File: config.mk
export PLATFORM = sky130hd
export DESIGN_NAME = scc_regs
export DESIGN_NICKNAME = d
export VERILOG_FILES = /design/src/logic/scc_pkg.sv /design/src/logic/scc_regs.sv
export SDC_FILE = /design/constraint.sdc
export NUM_CORES = 1
export LEC_CHECK = 0
export ABC_CLOCK_PERIOD_IN_PS = 3650
export BUFFER_PORTS_ARGS = -buffer_cell sky130_fd_sc_hd__buf_2
export CORE_UTILIZATION = 44
export CTS_CLUSTER_SIZE = 14
export DETAILED_ROUTE_END_ITERATION = 12
export HOLD_SLACK_MARGIN = 0.03
export PLACE_DENSITY = 0.87
export SLEW_MARGIN = 25
export SYNTH_ARGS = -nofsm -noshare
export SYNTH_HDL_FRONTEND = slang
export SYNTH_SLANG_ARGS = --single-unit
export TNS_END_PERCENT = 1
File: constraint.sdc
create_clock -name ref_clk -period 3.65 [get_ports ref_clk]
set_input_delay 0.73 -clock ref_clk [delete_from_list [all_inputs] [get_ports ref_clk]]
set_output_delay 0.73 -clock ref_clk [all_outputs]
set_load 0.02 [all_outputs]
File: src/logic/scc_pkg.sv
package scc_pkg;

  // ************************************************************
  // coprocessor register numbers and opcode fields
  // ************************************************************
  localparam logic [3:0] CRN_CONTROL   = 4'h1;
  localparam logic [3:0] CRN_CORE_CTRL = 4'h7;
  localparam logic [3:0] CRN_TRACE_PID = 4'hD;
  localparam logic [3:0] CRN_TEST      = 4'hF;
  localparam logic [3:0] CRM_ZERO      = 4'h0;
  localparam logic [3:0] CRM_ONE       = 4'h1;
  localparam logic [3:0] CRM_ALT_WFI   = 4'h8;
  localparam logic [3:0] CRM_DRAIN     = 4'hA;
  localparam logic [2:0] OP1_TEST      = 3'h1;
  localparam logic [2:0] OP2_ZERO      = 3'h0;
  localparam logic [2:0] OP2_WFI       = 3'h4;
  localparam logic [2:0] OP2_ALT_WFI   = 3'h2;
  localparam logic [2:0] OP2_CFG       = 3'h0;
  localparam logic [2:0] OP2_SELF_TEST = 3'h1;

  // ************************************************************
  // global control fields
  // ************************************************************
  localparam int CTL_LOAD_PC  = 15;
  localparam int CTL_HIVEC    = 13;
  localparam int CTL_IMEM_EN  = 12;
  localparam int CTL_BIG_END  = 7;
  localparam int CTL_WBUF_EN  = 3;
  localparam int CTL_DMEM_EN  = 2;
  localparam int CTL_ALIGN    = 1;
  localparam logic [31:0] CTL_ONES_MASK = 32'h0000_0F70;

  // ************************************************************
  // configuration control fields and reset
  // ************************************************************
  localparam int CFG_IMEM_ORDER = 18;
  localparam int CFG_DMEM_ORDER = 17;
  localparam int CFG_PREFETCH_OFF = 16;
  localparam int CFG_FIQ_MASK = 2;
  localparam int CFG_IRQ_MASK = 1;
  localparam logic [31:0] CFG_WRITE_MASK = 32'h0007_0006;
  localparam logic [31:0] CFG_RESET      = 32'h0000_0004;

  // ************************************************************
  // self-test control fields
  // ************************************************************
  localparam int ST_I_SIZE_LSB = 21;
  localparam int ST_I_DONE  = 20;
  localparam int ST_I_FAIL  = 19;
  localparam int ST_I_EN    = 18;
  localparam int ST_I_PAUSE = 17;
  localparam int ST_I_RUN   = 16;
  localparam int ST_D_SIZE_LSB = 5;
  localparam int ST_D_DONE  = 4;
  localparam int ST_D_FAIL  = 3;
  localparam int ST_D_EN    = 2;
  localparam int ST_D_PAUSE = 1;
  localparam int ST_D_RUN   = 0;
  localparam int ST_SIZE_W  = 11;
  localparam logic [10:0] ST_SIZE_RESET = 11'h000;

  // ************************************************************
  // stall states
  // ************************************************************
  typedef enum logic [2:0] {
    SCC_RUN   = 3'b001,
    SCC_WFI   = 3'b010,
    SCC_DRAIN = 3'b100
  } scc_state_t;

endpackage

File: src/logic/scc_regs.sv
`timescale 1ns/1ns
// Overview of operation
// - bit 15 stops pc load setting state bit
// - bit 13 high vectors, reset from pin
// - bit 12 instruction memory enable, reset pin
// - bit 2 data memory enable, reset pin
// - bit 7 big endian, reset clear
// - bit 3 write buffer enable, reset clear
// - bit 1 alignment check enable, reset clear
// - register 7 or 15 encodings enter wait
// - either interrupt wakes unless its mask bit is set and fifo full
// - debug wake only when debug enabled
// - core takes interrupt or debug after wake
// - drain stalls until both buffers empty
// - trace id driven out, write pulses once
// - register 15 opcode fields select registers
// - bits 18 17 order local memory reads
// - bit 16 disables prefetch buffer
// - bits 2 1 block wake on fifo full
// - self-test start bits and status readback
// - reset clears self-test bits, size fields included
// - self-test enable clears memory enable
// - size n tests two to n+2 bytes
module scc_regs #(
  parameter bit IMEM_TEST_PRESENT = 1'b1,
  parameter bit DMEM_TEST_PRESENT = 1'b1
) (
  input  wire logic        ref_clk,
  input  wire logic        rst,
  input  wire logic        cp_write,
  input  wire logic        cp_read,
  input  wire logic [2:0]  cp_opcode1,
  input  wire logic [3:0]  cp_crn,
  input  wire logic [3:0]  cp_crm,
  input  wire logic [2:0]  cp_opcode2,
  input  wire logic [31:0] cp_wdata,
  input  wire logic        high_vector_boot_pin,
  input  wire logic        memory_boot_enable_pin,
  input  wire logic        fast_interrupt_request_n,
  input  wire logic        normal_interrupt_request_n,
  input  wire logic        external_debug_request,
  input  wire logic        debug_request_bit,
  input  wire logic        debug_enable_input,
  input  wire logic        trace_fifo_full,
  input  wire logic        bus_wbuf_empty,
  input  wire logic        mem_wbuf_empty,
  input  wire logic        imem_test_done,
  input  wire logic        imem_test_fail,
  input  wire logic        dmem_test_done,
  input  wire logic        dmem_test_fail,
  output logic [31:0]      cp_rdata,
  output logic             core_clk_en,
  output logic             exec_stall,
  output logic             debug_wake,
  output logic [31:0]      global_control,
  output logic [31:0]      configuration_control,
  output logic [31:0]      self_test_control,
  output logic [31:0]      trace_process_id_out,
  output logic             trace_process_id_write_pulse,
  output logic             imem_test_start,
  output logic             dmem_test_start
);

  // ************************************************************
  // decode
  // ************************************************************
  wire sel_ctl  = cp_crn == scc_pkg::CRN_CONTROL;
  wire sel_pid  = cp_crn == scc_pkg::CRN_TRACE_PID;
  wire sel_test = cp_crn == scc_pkg::CRN_TEST &&
                  cp_opcode1 == scc_pkg::OP1_TEST;
  wire sel_cfg  = sel_test && cp_crm == scc_pkg::CRM_ONE &&
                  cp_opcode2 == scc_pkg::OP2_CFG;
  wire sel_st   = sel_test && cp_crm == scc_pkg::CRM_ZERO &&
                  cp_opcode2 == scc_pkg::OP2_SELF_TEST;
  wire wr_ctl   = cp_write && sel_ctl;
  wire wr_pid   = cp_write && sel_pid;
  wire wr_cfg   = cp_write && sel_cfg;
  wire wr_st    = cp_write && sel_st;
  wire wfi_cmd  = cp_write &&
    ((cp_crn == scc_pkg::CRN_CORE_CTRL && cp_crm == scc_pkg::CRM_ZERO &&
      cp_opcode2 == scc_pkg::OP2_WFI) ||
     (cp_crn == scc_pkg::CRN_TEST && cp_crm == scc_pkg::CRM_ALT_WFI &&
      cp_opcode2 == scc_pkg::OP2_ALT_WFI));
  wire drain_cmd = cp_write && cp_crn == scc_pkg::CRN_CORE_CTRL &&
                   cp_crm == scc_pkg::CRM_DRAIN &&
                   cp_opcode2 == scc_pkg::OP2_WFI;

  // ************************************************************
  // wake and self-test next values
  // ************************************************************
  wire fiq_wake = !fast_interrupt_request_n &&
    !(configuration_control[scc_pkg::CFG_FIQ_MASK] && trace_fifo_full);
  wire irq_wake = !normal_interrupt_request_n &&
    !(configuration_control[scc_pkg::CFG_IRQ_MASK] && trace_fifo_full);
  wire dbg_req  = debug_enable_input &&
                  (external_debug_request || debug_request_bit);
  wire wake     = fiq_wake || irq_wake || dbg_req;
  wire bufs_empty = bus_wbuf_empty && mem_wbuf_empty;

  wire i_start = wr_st && cp_wdata[scc_pkg::ST_I_RUN];
  wire d_start = wr_st && cp_wdata[scc_pkg::ST_D_RUN];
  wire i_en_now = wr_st ? cp_wdata[scc_pkg::ST_I_EN]
                        : self_test_control[scc_pkg::ST_I_EN];
  wire d_en_now = wr_st ? cp_wdata[scc_pkg::ST_D_EN]
                        : self_test_control[scc_pkg::ST_D_EN];

  function automatic logic [10:0] size_field(input logic [10:0] v,
                                              input bit present);
    size_field = present ? v : 11'h000;
  endfunction

  logic [31:0] next_ctl;
  logic [31:0] next_st;
  logic        i_run;
  logic        d_run;
  wire         next_i_run = i_start || (i_run && !imem_test_done);
  wire         next_d_run = d_start || (d_run && !dmem_test_done);

  always_comb begin
    next_ctl = global_control;
    if (wr_ctl) begin
      next_ctl = cp_wdata & 32'h0000_B08E;
      next_ctl = next_ctl | scc_pkg::CTL_ONES_MASK;
    end
    if (i_en_now) begin
      next_ctl[scc_pkg::CTL_IMEM_EN] = 1'b0;
    end
    if (d_en_now) begin
      next_ctl[scc_pkg::CTL_DMEM_EN] = 1'b0;
    end
  end

  always_comb begin
    next_st = self_test_control;
    if (wr_st) begin
      next_st[31:21] = size_field(cp_wdata[31:21], IMEM_TEST_PRESENT);
      next_st[15:5]  = size_field(cp_wdata[15:5], DMEM_TEST_PRESENT);
      next_st[scc_pkg::ST_I_EN]    = cp_wdata[scc_pkg::ST_I_EN];
      next_st[scc_pkg::ST_I_PAUSE] = cp_wdata[scc_pkg::ST_I_PAUSE];
      next_st[scc_pkg::ST_D_EN]    = cp_wdata[scc_pkg::ST_D_EN];
      next_st[scc_pkg::ST_D_PAUSE] = cp_wdata[scc_pkg::ST_D_PAUSE];
    end
    if (i_start) begin
      next_st[scc_pkg::ST_I_DONE] = 1'b0;
      next_st[scc_pkg::ST_I_FAIL] = 1'b0;
    end else if (i_run && imem_test_done) begin
      next_st[scc_pkg::ST_I_DONE] = 1'b1;
      next_st[scc_pkg::ST_I_FAIL] = imem_test_fail;
    end
    if (d_start) begin
      next_st[scc_pkg::ST_D_DONE] = 1'b0;
      next_st[scc_pkg::ST_D_FAIL] = 1'b0;
    end else if (d_run && dmem_test_done) begin
      next_st[scc_pkg::ST_D_DONE] = 1'b1;
      next_st[scc_pkg::ST_D_FAIL] = dmem_test_fail;
    end
    next_st[scc_pkg::ST_I_RUN] = next_i_run;
    next_st[scc_pkg::ST_D_RUN] = next_d_run;
  end

  // ************************************************************
  // read mux
  // ************************************************************
  wire [31:0] rd_mux = sel_ctl ? global_control :
                       sel_pid ? trace_process_id_out :
                       sel_cfg ? configuration_control :
                       sel_st  ? self_test_control : 32'h0000_0000;

  // ************************************************************
  // registers
  // ************************************************************
  logic boot_load;
  always_ff @(posedge ref_clk or posedge rst) begin
    if (rst) begin
      boot_load <= 1'b1;
    end else begin
      boot_load <= 1'b0;
    end
  end

  always_ff @(posedge ref_clk or posedge rst) begin
    if (rst) begin
      global_control <= scc_pkg::CTL_ONES_MASK;
    end else if (boot_load) begin
      global_control <= scc_pkg::CTL_ONES_MASK |
        {18'h0, high_vector_boot_pin, memory_boot_enable_pin, 9'h0,
         memory_boot_enable_pin, 2'h0};
    end else begin
      global_control <= next_ctl;
    end
  end

  always_ff @(posedge ref_clk or posedge rst) begin
    if (rst) begin
      configuration_control <= scc_pkg::CFG_RESET;
    end else if (wr_cfg) begin
      configuration_control <= cp_wdata & scc_pkg::CFG_WRITE_MASK;
    end
  end

  always_ff @(posedge ref_clk or posedge rst) begin
    if (rst) begin
      self_test_control <= {scc_pkg::ST_SIZE_RESET, 5'h00,
                            scc_pkg::ST_SIZE_RESET, 5'h00};
      i_run <= 1'b0;
      d_run <= 1'b0;
      imem_test_start <= 1'b0;
      dmem_test_start <= 1'b0;
    end else begin
      self_test_control <= next_st;
      i_run <= next_i_run;
      d_run <= next_d_run;
      imem_test_start <= i_start;
      dmem_test_start <= d_start;
    end
  end

  always_ff @(posedge ref_clk or posedge rst) begin
    if (rst) begin
      trace_process_id_out <= 32'h0000_0000;
      trace_process_id_write_pulse <= 1'b0;
    end else begin
      if (wr_pid) begin
        trace_process_id_out <= cp_wdata;
      end
      trace_process_id_write_pulse <= wr_pid;
    end
  end

  always_ff @(posedge ref_clk or posedge rst) begin
    if (rst) begin
      cp_rdata <= 32'h0000_0000;
    end else if (cp_read) begin
      cp_rdata <= rd_mux;
    end
  end

  // ************************************************************
  // wait and drain stall machine
  // ************************************************************
  scc_pkg::scc_state_t state;
  scc_pkg::scc_state_t next_state;

  always_comb begin
    case (state)
      scc_pkg::SCC_RUN: begin
        if (wfi_cmd) begin
          next_state = scc_pkg::SCC_WFI;
        end else if (drain_cmd) begin
          next_state = scc_pkg::SCC_DRAIN;
        end else begin
          next_state = scc_pkg::SCC_RUN;
        end
      end
      scc_pkg::SCC_WFI:
        next_state = wake ? scc_pkg::SCC_RUN : scc_pkg::SCC_WFI;
      scc_pkg::SCC_DRAIN:
        next_state = bufs_empty ? scc_pkg::SCC_RUN : scc_pkg::SCC_DRAIN;
      default:
        next_state = scc_pkg::SCC_RUN;
    endcase
  end

  always_ff @(posedge ref_clk or posedge rst) begin
    if (rst) begin
      state <= scc_pkg::SCC_RUN;
      core_clk_en <= 1'b1;
      exec_stall <= 1'b0;
      debug_wake <= 1'b0;
    end else begin
      state <= next_state;
      core_clk_en <= next_state != scc_pkg::SCC_WFI;
      exec_stall <= next_state == scc_pkg::SCC_DRAIN;
      debug_wake <= state == scc_pkg::SCC_WFI && wake &&
                    !fiq_wake && !irq_wake;
    end
  end
endmodule // scc_regs

==> run metrics, run 1 <==
run status=finished clean; Final Hold Violating Endpoints=0; maximum level of the CTS H-tree=4; Switching Power=roughly 0.001 W; required arrival time at the worst endpoint=roughly 4.0 ns; die extent in x=114 µm; Detailed Route WL=14000 µm; ports placed on the boundary=between 200 and 250; TritonCTS clock tree=done; # nets final=between 700 and 800; share of post-route cells with drive strength above 1=around 42%; DR vias/cell=just over 5; Area contributors post-synth=sky130_fd_sc_hd__dfrtp_1, sky130_fd_sc_hd__mux2_2, sky130_fd_sc_hd__buf_4; clk_lat worst skew=just over 0.4 ns; critical path startpoint category=input pin; Port Buf Inserts=around 180; all-layer global routing usage=a little under a quarter; global placer's final weighted congestion=between 0.8 and 0.9; Core Region=around 0.012 mm²; number of flops mapped to enable cells by yosys=0; DPL Wire Length=9600 µm; starting density of the core=between 40% and 50%; overflow left after global routing=0; type of the tightest min-delay check=in -> async; post-detailed-placement cell area=approximately 0.0063 mm²; actual transition at the worst max-transition pin=0.862 ns; largest net degree at the start of global routing=between 100 and 150; Rel. slew slack=~43%; total power of the final layout=about 0.0037 W; detail-routed net length per standard cell=about 17 µm; Placement Rows=40; synthesis-to-finish area growth=25.7%; switching share of power=a little over a quarter; fraction of post-synthesis cell area in the top cell type by area=around half; Placed Cells incl. Taps=813; critical-path maximum fanout=16; number of max-capacitance violations reported=0; Worst Slack Setup Final=between 1 and 1.5 ns; LEAKAGE=approximately 3.6 nW; cell internal power dissipation=~0.0027 W; count of synthesis-stage warnings from yosys=0; number of antenna violations at the first check in global routing=0; Final Setup Violations=0; number of nets with antenna violations after detailed routing=0; router iterations before antenna repair=5; Mapped Cells=between 400 and 500; proportion of power drawn by the clock network=between 40% and 50%; Post-CTS Hold Fix Bufs=0; Crit. End Element=register; library cells used by synthesis=45; FF+latch count, synth=approximately 120; cell taking the most area after synthesis=sky130_fd_sc_hd__dfrtp_1; RSZ-0062 raised after global routing=no; proportion of register bits with asynchronous set or reset after synthesis=between 90% and 100%; Diodes inserted=0; global-route wire length before repair=22300 µm; peak ir drop on the vdd network=0.393 mV; drc violations=0; via count of the first global-routing pass=between 4000 and 5000; Non-Filler Cell Area, Final=0.00693 mm²; die footprint=~0.013 mm²; Sum Neg Setup Slack=0 ns; clock transition time at the flip-flop clock pins of the worst setup and hold paths=roughly 0.050 ns; highest clock rate=~400 MHz; sequential cell area fraction in the yosys report=between 50% and 60%; clock root buffer=sky130_fd_sc_hd__clkbuf_16; final worst path period share=between 60% and 70%; power density normalized to cell area=roughly 540 mW/mm²; mean post-synth cell area=between 10 and 15 µm²; Final Instance Count excl. Fillers=~840; fraction of power consumed by sequential logic=between 40% and 50%; max-slew violation count=0; commonest non-fill, non-tap cells in the layout=sky130_fd_sc_hd__buf_2, sky130_fd_sc_hd__dfrtp_1, sky130_fd_sc_hd__mux2_2; post-place setup slack=roughly 0.69 ns; mapped cell area=0.00551 mm²; Worst Clk Skew=roughly 0.013 ns; worst endpoint data arrival time=about 2.8 ns; post-CTS setup-driven buffer insertion count=0; CTS buffer count=17; vertical die dimension=114 µm; type of the worst setup path=in -> reg; clock period minus final worst setup slack=2.50 ns; via total after detailed routing=~4300; violation count after the first detailed-routing iteration=224; Clock Path Buffers=2; clock sinks=roughly 120; dominant synthesized flop cell=sky130_fd_sc_hd__dfrtp_1; most frequent standard cell in the layout excluding fill and tap cells=sky130_fd_sc_hd__buf_2; number of gates resized after cts=0; Comb pwr share=approximately 15%
==> power groups by stage <==
stage,clock network (W),logic (W),registers [W]
2_1_floorplan,0,0.000267,0.00165
3_3_place_gp,0,0.000554,0.00152
3_5_place_dp,0,0.000566,0.00152
4_1_cts,0.00168,0.000570,0.00151
5_1_grt,0.00174,0.000609,0.00152
6_report,0.00165,0.000566,0.00151
==> kinds of logic after synthesis <==
group | synth area share, %
buf+inv | 10.6
simple gates | 10.3
other cells | 0.136
compound gates | 11.2
flops | 53.7
mux | 14.1
==> registers in the layout, summed over array words and instances (netlist names) <==
register and cells:
dmem_test_start 1, trace_process_id_write_pulse 1, boot_load 1, self_test_control 32, global_control 7, core_clk_en 1, state 3, debug_wake 1
configuration_control 5, trace_process_id_out 32, imem_test_start 1, cp_rdata 32, exec_stall 1
==> metal layers <==
metal | track usage (%) | routed length, µm
met1 | 27.2 | 5570
met2 | 37.3 | 6950
met3 | 7.23 | 1090
met4 | 9.78 | 360
met5 | 0 | 0
==> synthesized netlist by cell type (2+ instances only) <==
library cell and n:
sky130_fd_sc_hd__buf_4 55, sky130_fd_sc_hd__mux2_1 4, sky130_fd_sc_hd__or2_2 2, sky130_fd_sc_hd__mux2i_1 7, sky130_fd_sc_hd__nor4_4 2, sky130_fd_sc_hd__dfstp_2 4
sky130_fd_sc_hd__buf_1 5, sky130_fd_sc_hd__o31ai_1 2, sky130_fd_sc_hd__a22oi_1 17, sky130_fd_sc_hd__o21ai_0 7, sky130_fd_sc_hd__o22ai_1 6, sky130_fd_sc_hd__and2_2 2
sky130_fd_sc_hd__a31oi_1 3, sky130_fd_sc_hd__inv_1 13, sky130_fd_sc_hd__conb_1 2, sky130_fd_sc_hd__nor2b_1 5, sky130_fd_sc_hd__buf_6 3, sky130_fd_sc_hd__o221ai_1 2
sky130_fd_sc_hd__a21o_1 2, sky130_fd_sc_hd__nand2_1 16, sky130_fd_sc_hd__or4_1 2, sky130_fd_sc_hd__a21oi_1 54, sky130_fd_sc_hd__nor4_1 4, sky130_fd_sc_hd__nand4b_1 4
sky130_fd_sc_hd__nor2_1 33, sky130_fd_sc_hd__o211ai_1 5, sky130_fd_sc_hd__mux2_2 59, sky130_fd_sc_hd__clkbuf_1 16, sky130_fd_sc_hd__nand2b_1 7, sky130_fd_sc_hd__dfrtp_1 114
sky130_fd_sc_hd__buf_2 2, sky130_fd_sc_hd__nand3_1 19
==> stage by stage <==
step	hold WS, ns	utilization, %
6_report	0.494	57.2
5_1_grt	0.529	57.2
4_1_cts	0.503	57.2
3_5_place_dp	0.497	52.3
3_3_place_gp	0.485	52.3
2_1_floorplan	0.465	-
==> area by class of cell <==
cell class	instances	area [µm²]
clock buffer	24	502
clock inverter	7	93.8
fill	1025	5180
inverter	13	52.6
multi-input combinational	330	2160
sequential	118	2960
tap	168	210
timing repair buffer	184	951
==> critical path: stages <==
cell and delay, ns:
sky130_fd_sc_hd__buf_2 0.09, sky130_fd_sc_hd__or4b_1 0.68, sky130_fd_sc_hd__nor4_4 0.57, sky130_fd_sc_hd__buf_4 0.35, sky130_fd_sc_hd__mux2_2 0.37
==> final timing paths <==
path	start	end	slack, ns	cells past startpoint
worst min register to register	state[1]	exec_stall	0.50	1
min in group ref_clk	state[1]	exec_stall	0.50	1
worst max-delay path	cp_opcode1[1]	self_test_control[25]	1.15	5
worst max register to register	configuration_control[2]	state[1]	2.11	4
worst min-delay path	rst	self_test_control[8]	0.49	3
max in group asynchronous	rst	trace_process_id_out[16]	2.70	3
No activity file was read; power rests on OpenSTA's default activity.
==> run 2, diff against run 1 <==
ABC_CLOCK_PERIOD_IN_PS = 2620   (was 3650)
CORE_UTILIZATION = 47   (was 44)
PLACE_DENSITY = 0.89   (was 0.87)
clock period = 2.62 ns   (was 3.65 ns; I/O delays follow)
==> run 2 against run 1 <==
Compared with the run above:
- sequential share of layout area down 0.46 points
- sequential cell count stayed put
- final cell count is 1.7% lower
- routed wire length increased by 3.8%
- clock skew is 0.0050 ns lower
- clock power up 39%
- largest power group unchanged
==> run metrics, run 2 (synthesized netlist as in run 1, its figures left out) <==
die extent in x=~110 µm; type of the tightest min-delay check=in -> async; Detailed Route WL=14500 µm; Rel. slew slack=a little over half; Crit Reg-Reg Endpoint=state[1]; Diodes inserted=0; total area of multi-input combinational cells=around 0.0022 mm²; Crit. End Element=register; largest net degree at the start of global routing=70; end point of the critical path=global_control[12]; number of nets with antenna violations after detailed routing=0; clock sinks=118; drc violations=0; final worst path period share=79.5%; Final Hold Violating Endpoints=0; number of max-capacitance violations reported=0; Core Region=approximately 0.011 mm²; most frequent standard cell in the layout excluding fill and tap cells=sky130_fd_sc_hd__buf_2; detail-routed net length per standard cell=around 17 µm; number of filler instances in the final layout=between 900 and 1000; number of gates resized after cts=0; Sum Neg Setup Slack=0 ns; Top Registers=cp_rdata x32, self_test_control x32, trace_process_id_out x32; DPL Wire Length=approximately 10000 µm; power density normalized to cell area=around 740 mW/mm²; run status=finished clean; slack of the worst reg-to-reg path=around 1.1 ns; Placement Rows=39; worst endpoint data arrival time=about 2.4 ns; Non-Filler Cell Area, Final=around 0.007 mm²; via count of the first global-routing pass=4250; critical path startpoint category=input pin; clock period minus final worst setup slack=between 2 and 2.5 ns; peak ir drop on the vdd network=~0.55 mV; clk_lat worst skew=0.40 ns; synthesis-to-finish area growth=27.1%; post-CTS setup-driven buffer insertion count=0; starting density of the core=between 40% and 50%; LEAKAGE=3.64 nW; TritonCTS clock tree=done; global-route wire length before repair=22500 µm; worst r2r src=configuration_control[2]; critical-path maximum fanout=15; die footprint=between 0.01 and 0.015 mm²; vertical die dimension=approximately 110 µm; maximum level of the CTS H-tree=4; number of antenna violations at the first check in global routing=1; clock root buffer=sky130_fd_sc_hd__clkbuf_16; required arrival time at the worst endpoint=2.92 ns; ports placed on the boundary=230; global placer's final weighted congestion=0.812; RSZ-0062 raised after global routing=no; Worst Clk Skew=around 0.0077 ns; CTS buffer count=17; overflow left after global routing=0; post-detailed-placement cell area=between 0.006 and 0.007 mm²; commonest non-fill, non-tap cells in the layout=sky130_fd_sc_hd__buf_2, sky130_fd_sc_hd__dfrtp_1, sky130_fd_sc_hd__mux2_2; all-layer global routing usage=between 20% and 30%; Seq. cell area=0.00296 mm²; via total after detailed routing=roughly 4500; Critical Path Start=cp_opcode1[1]; violation count after the first detailed-routing iteration=a little under 300; clock transition time at the flip-flop clock pins of the worst setup and hold paths=0.05 ns; type of the worst setup path=in -> reg; Final Setup Violations=0; worst-case reg-to-reg path depth=4; Post-CTS Hold Fix Bufs=0; post-route worst hold slack=0.179 ns; highest clock rate=480 MHz; actual transition at the worst max-transition pin=approximately 0.68 ns; DR vias/cell=between 5 and 6; max-slew violation count=0; share of post-route cells with drive strength above 1=43.7%; # nets final=roughly 740; router iterations before antenna repair=5; Clock Path Buffers=2; Port Buf Inserts=177
[run 2: cell types whose count changed in the layout (fill, tap and decap cells not counted), moves of 2 or more]
cell | before | now
sky130_fd_sc_hd__buf_4 | 6 | 13
sky130_fd_sc_hd__clkbuf_8 | 5 | 1
sky130_fd_sc_hd__buf_12 | 1 | 4
sky130_fd_sc_hd__clkinvlp_4 | 3 | 6
sky130_fd_sc_hd__clkbuf_1 | 2 | 0
sky130_fd_sc_hd__clkinv_4 | 1 | 3
sky130_fd_sc_hd__inv_6 | 0 | 2
[run 2: per-stage QoR]
stage / worst slack, ns / total power [W] / cells / util, %
CTS: 0.510 / 0.00521 / 830 / 61.4
floorplan: 0.205 / 0.00267 / 542 / -
global placement: 0.180 / 0.00290 / 798 / 56.2
global route: 0.414 / 0.00539 / 830 / 61.4
detailed placement: 0.153 / 0.00292 / 798 / 56.2
finish: 0.537 / 0.00519 / 830 / 61.4
[run 2: area by class of cell]
cell class	instances	share of cell area [%]
Clock buffer	18	6.27
Timing Repair Buffer	194	15.2
Multi-Input combinational cell	330	30.9
Tap cell	143	2.55
Inverter	13	0.750
Clock inverter	14	2.16
Sequential cell	118	42.2
[run 2: per-layer routing]
layer	up-vias	GRT usage [%]	part of all wire, %
met4	0	9.49	1.9
li1	1992	-	-
met1	2232	30.7	40
met5	-	0	0
met3	21	8.99	8.4
met2	232	40.9	50
[run 2: worst min-delay path by stage]
stage | start | endpoint | cells after the start
6_report | rst | trace_process_id_out[10] | 2
5_1_grt | rst | trace_process_id_out[10] | 2
4_1_cts | rst | trace_process_id_out[10] | 2
3_5_place_dp | state[1] | state[2] | 1
3_3_place_gp | state[1] | exec_stall | 1
2_1_floorplan | state[1] | exec_stall | 1
[run 2: critical path: stages]
cell and delay [ns]:
sky130_fd_sc_hd__buf_2 0.09, sky130_fd_sc_hd__or4b_1 0.59, sky130_fd_sc_hd__nor4_4 0.36, sky130_fd_sc_hd__buf_12 0.21
sky130_fd_sc_hd__mux2_2 0.36, sky130_fd_sc_hd__o31ai_1 0.25
[run 2: power breakdown]
part	switching, W	internal (W)	leakage [nW]
Clock	0.000863	0.00143	0.275
Sequential	0.000115	0.00198	1.54
Combinational	0.000513	0.000285	1.83
==> run 3, diff against run 2 <==
ABC_CLOCK_PERIOD_IN_PS = 1900   (was 2620)
CORE_UTILIZATION = 44   (was 47)
PLACE_DENSITY = 0.87   (was 0.89)
clock period = 1.9 ns   (was 2.62 ns; I/O delays follow)
==> run 3 against run 2 <==
Compared with the run above:
- utilization decreased by 1.6 points
- combinational power increased by 42%
- die area increased by 6.7%
- sequential cell count unchanged
- via count increased by 2.1%
- clock-buffer cell count increased by 2
- routed wire length increased by 2.7%
- global-route usage decreased by 0.89 points
- worst setup slack got worse by 0.46 ns
- register-to-register slack got worse by 0.76 ns
- non-clock buffer count increased by 12
- sequential share of layout area decreased by 1.3 points
- critical path type unchanged
- critical endpoint unchanged
- largest power group unchanged
==> run metrics, run 3 (synthesized netlist as in run 1, its figures left out) <==
clock period minus final worst setup slack=between 1.5 and 2 ns; router iterations before antenna repair=4; LEAKAGE=3.77 nW; drc violations=0; type of the tightest min-delay check=in -> async; ports placed on the boundary=230; clock sinks=roughly 120; clock root buffer=sky130_fd_sc_hd__clkbuf_16; worst-case reg-to-reg path depth=4; power density normalized to cell area=1060 mW/mm²; highest routing layer actually used=met4; slack of the worst reg-to-reg path=0.35 ns; final worst path period share=95.9%; critical path startpoint category=input pin; DPL Wire Length=approximately 10000 µm; most frequent standard cell in the layout excluding fill and tap cells=sky130_fd_sc_hd__buf_2; required arrival time at the worst endpoint=2.22 ns; vertical die dimension=between 100 and 150 µm; critical-path maximum fanout=5; type of the worst setup path=in -> reg; amount of wire on met3 after detailed routing=~1100 µm; number of max-capacitance violations reported=0; number of nets with antenna violations after detailed routing=0; overflow left after global routing=0; global-route wire length before repair=23800 µm; maximum level of the CTS H-tree=4; violation count after the first detailed-routing iteration=331; Detailed Route WL=approximately 15000 µm; die footprint=~0.013 mm²; run status=finished clean; all-layer global routing usage=around 24%; peak ir drop on the vdd network=0.744 mV; Worst Clk Skew=between 0.007 and 0.008 ns; Final Hold Violating Endpoints=0; end-of-flow core utilization=between 50% and 60%; share of post-route cells with drive strength above 1=44.5%; synthesis-to-finish area growth=31.3%; Port Buf Inserts=roughly 180; total power of the final layout=0.00766 W; Sum Neg Setup Slack=0 ns; via count of the first global-routing pass=4540; # nets final=750; DR vias/cell=about 5.3; wire length on met2=about 7300 µm; Crit. End Element=register; global placer's final weighted congestion=between 0.7 and 0.8; Placed Cells incl. Taps=approximately 840; post-detailed-placement cell area=between 0.006 and 0.007 mm²; number of antenna violations at the first check in global routing=0; highest clock rate=approximately 550 MHz; Clock Path Buffers=2; Metal-1 WL=6020 µm; worst endpoint data arrival time=~2.1 ns; Non-Filler Cell Area, Final=approximately 0.0072 mm²; Diodes inserted=0; post-CTS setup-driven buffer insertion count=0; clk_lat worst skew=~0.41 ns; clock transition time at the flip-flop clock pins of the worst setup and hold paths=0.06 ns; die extent in x=roughly 110 µm; detail-routed net length per standard cell=~17 µm; starting density of the core=between 40% and 50%; Core Region=0.0121 mm²; TritonCTS clock tree=done; via total after detailed routing=between 4000 and 5000; Final Setup Violations=0; CTS buffer count=17; largest net degree at the start of global routing=between 60 and 70; Placement Rows=40; RSZ-0062 raised after global routing=no; Top Registers=cp_rdata x32, self_test_control x32, trace_process_id_out x32; max-slew violation count=0; commonest non-fill, non-tap cells in the layout=sky130_fd_sc_hd__buf_2, sky130_fd_sc_hd__dfrtp_1, sky130_fd_sc_hd__mux2_2; Final Instance Count excl. Fillers=~870
[run 3: cell types whose count changed in the layout (fill, tap and decap cells not counted), moves of 2 or more]
cell                         change
sky130_fd_sc_hd__buf_4          +10
sky130_fd_sc_hd__clkinvlp_4      -4
sky130_fd_sc_hd__clkbuf_1        +2
sky130_fd_sc_hd__bufinv_16       +4
sky130_fd_sc_hd__buf_12          +2
[run 3: layout make-up]
type	instances	area [µm²]
clock inverter	12	224
multi-input combinational	330	2170
timing repair buffer	206	1180
sequential	118	2960
tap	168	210
clock buffer	20	447
fill	967	4870
inverter	13	52.6
[run 3: per-stage QoR]
stage	setup WS (ns)	hold slack, ns
3_3_place_gp	-0.295	0.484
4_1_cts	0.0971	0.0825
3_5_place_dp	-0.354	0.494
6_report	0.0777	0.0791
2_1_floorplan	-0.371	0.465
5_1_grt	0.00943	0.0933
[run 3: metal layers]
metal,up-vias,global-route usage [%]
met5,-,0
li1,2013,-
met3,42,7.12
met1,2250,29.4
met2,266,38.7
met4,0,13.8
[run 3: timing repair]
item	4_1_cts	5_1_grt
gates resized for setup	0	1
hold buffers	0	0
endpoints found under the setup margin	0	1
[run 3: path summary, 6_finish.rpt]
path | from | to
setup / recovery | cp_opcode1[1] | global_control[12]
hold / removal | rst | self_test_control[9]
setup reg to reg | configuration_control[2] | state[1]
hold reg to reg | state[1] | state[2]
max in group asynchronous | rst | trace_process_id_out[23]
min in group ref_clk | high_vector_boot_pin | global_control[13]
[run 3: critical path: stages]
cell and delay [ns]:
sky130_fd_sc_hd__buf_2 0.09, sky130_fd_sc_hd__or4b_1 0.59, sky130_fd_sc_hd__nor4_4 0.30, sky130_fd_sc_hd__buf_4 0.20
sky130_fd_sc_hd__mux2_2 0.36, sky130_fd_sc_hd__o31ai_1 0.21
[run 3: report_power, final]
group	total, W	switching (W)	internal (W)
Sequential	0.00290	0.000162	0.00274
Clock	0.00363	0.00114	0.00250
Combinational	0.00113	0.000720	0.000409
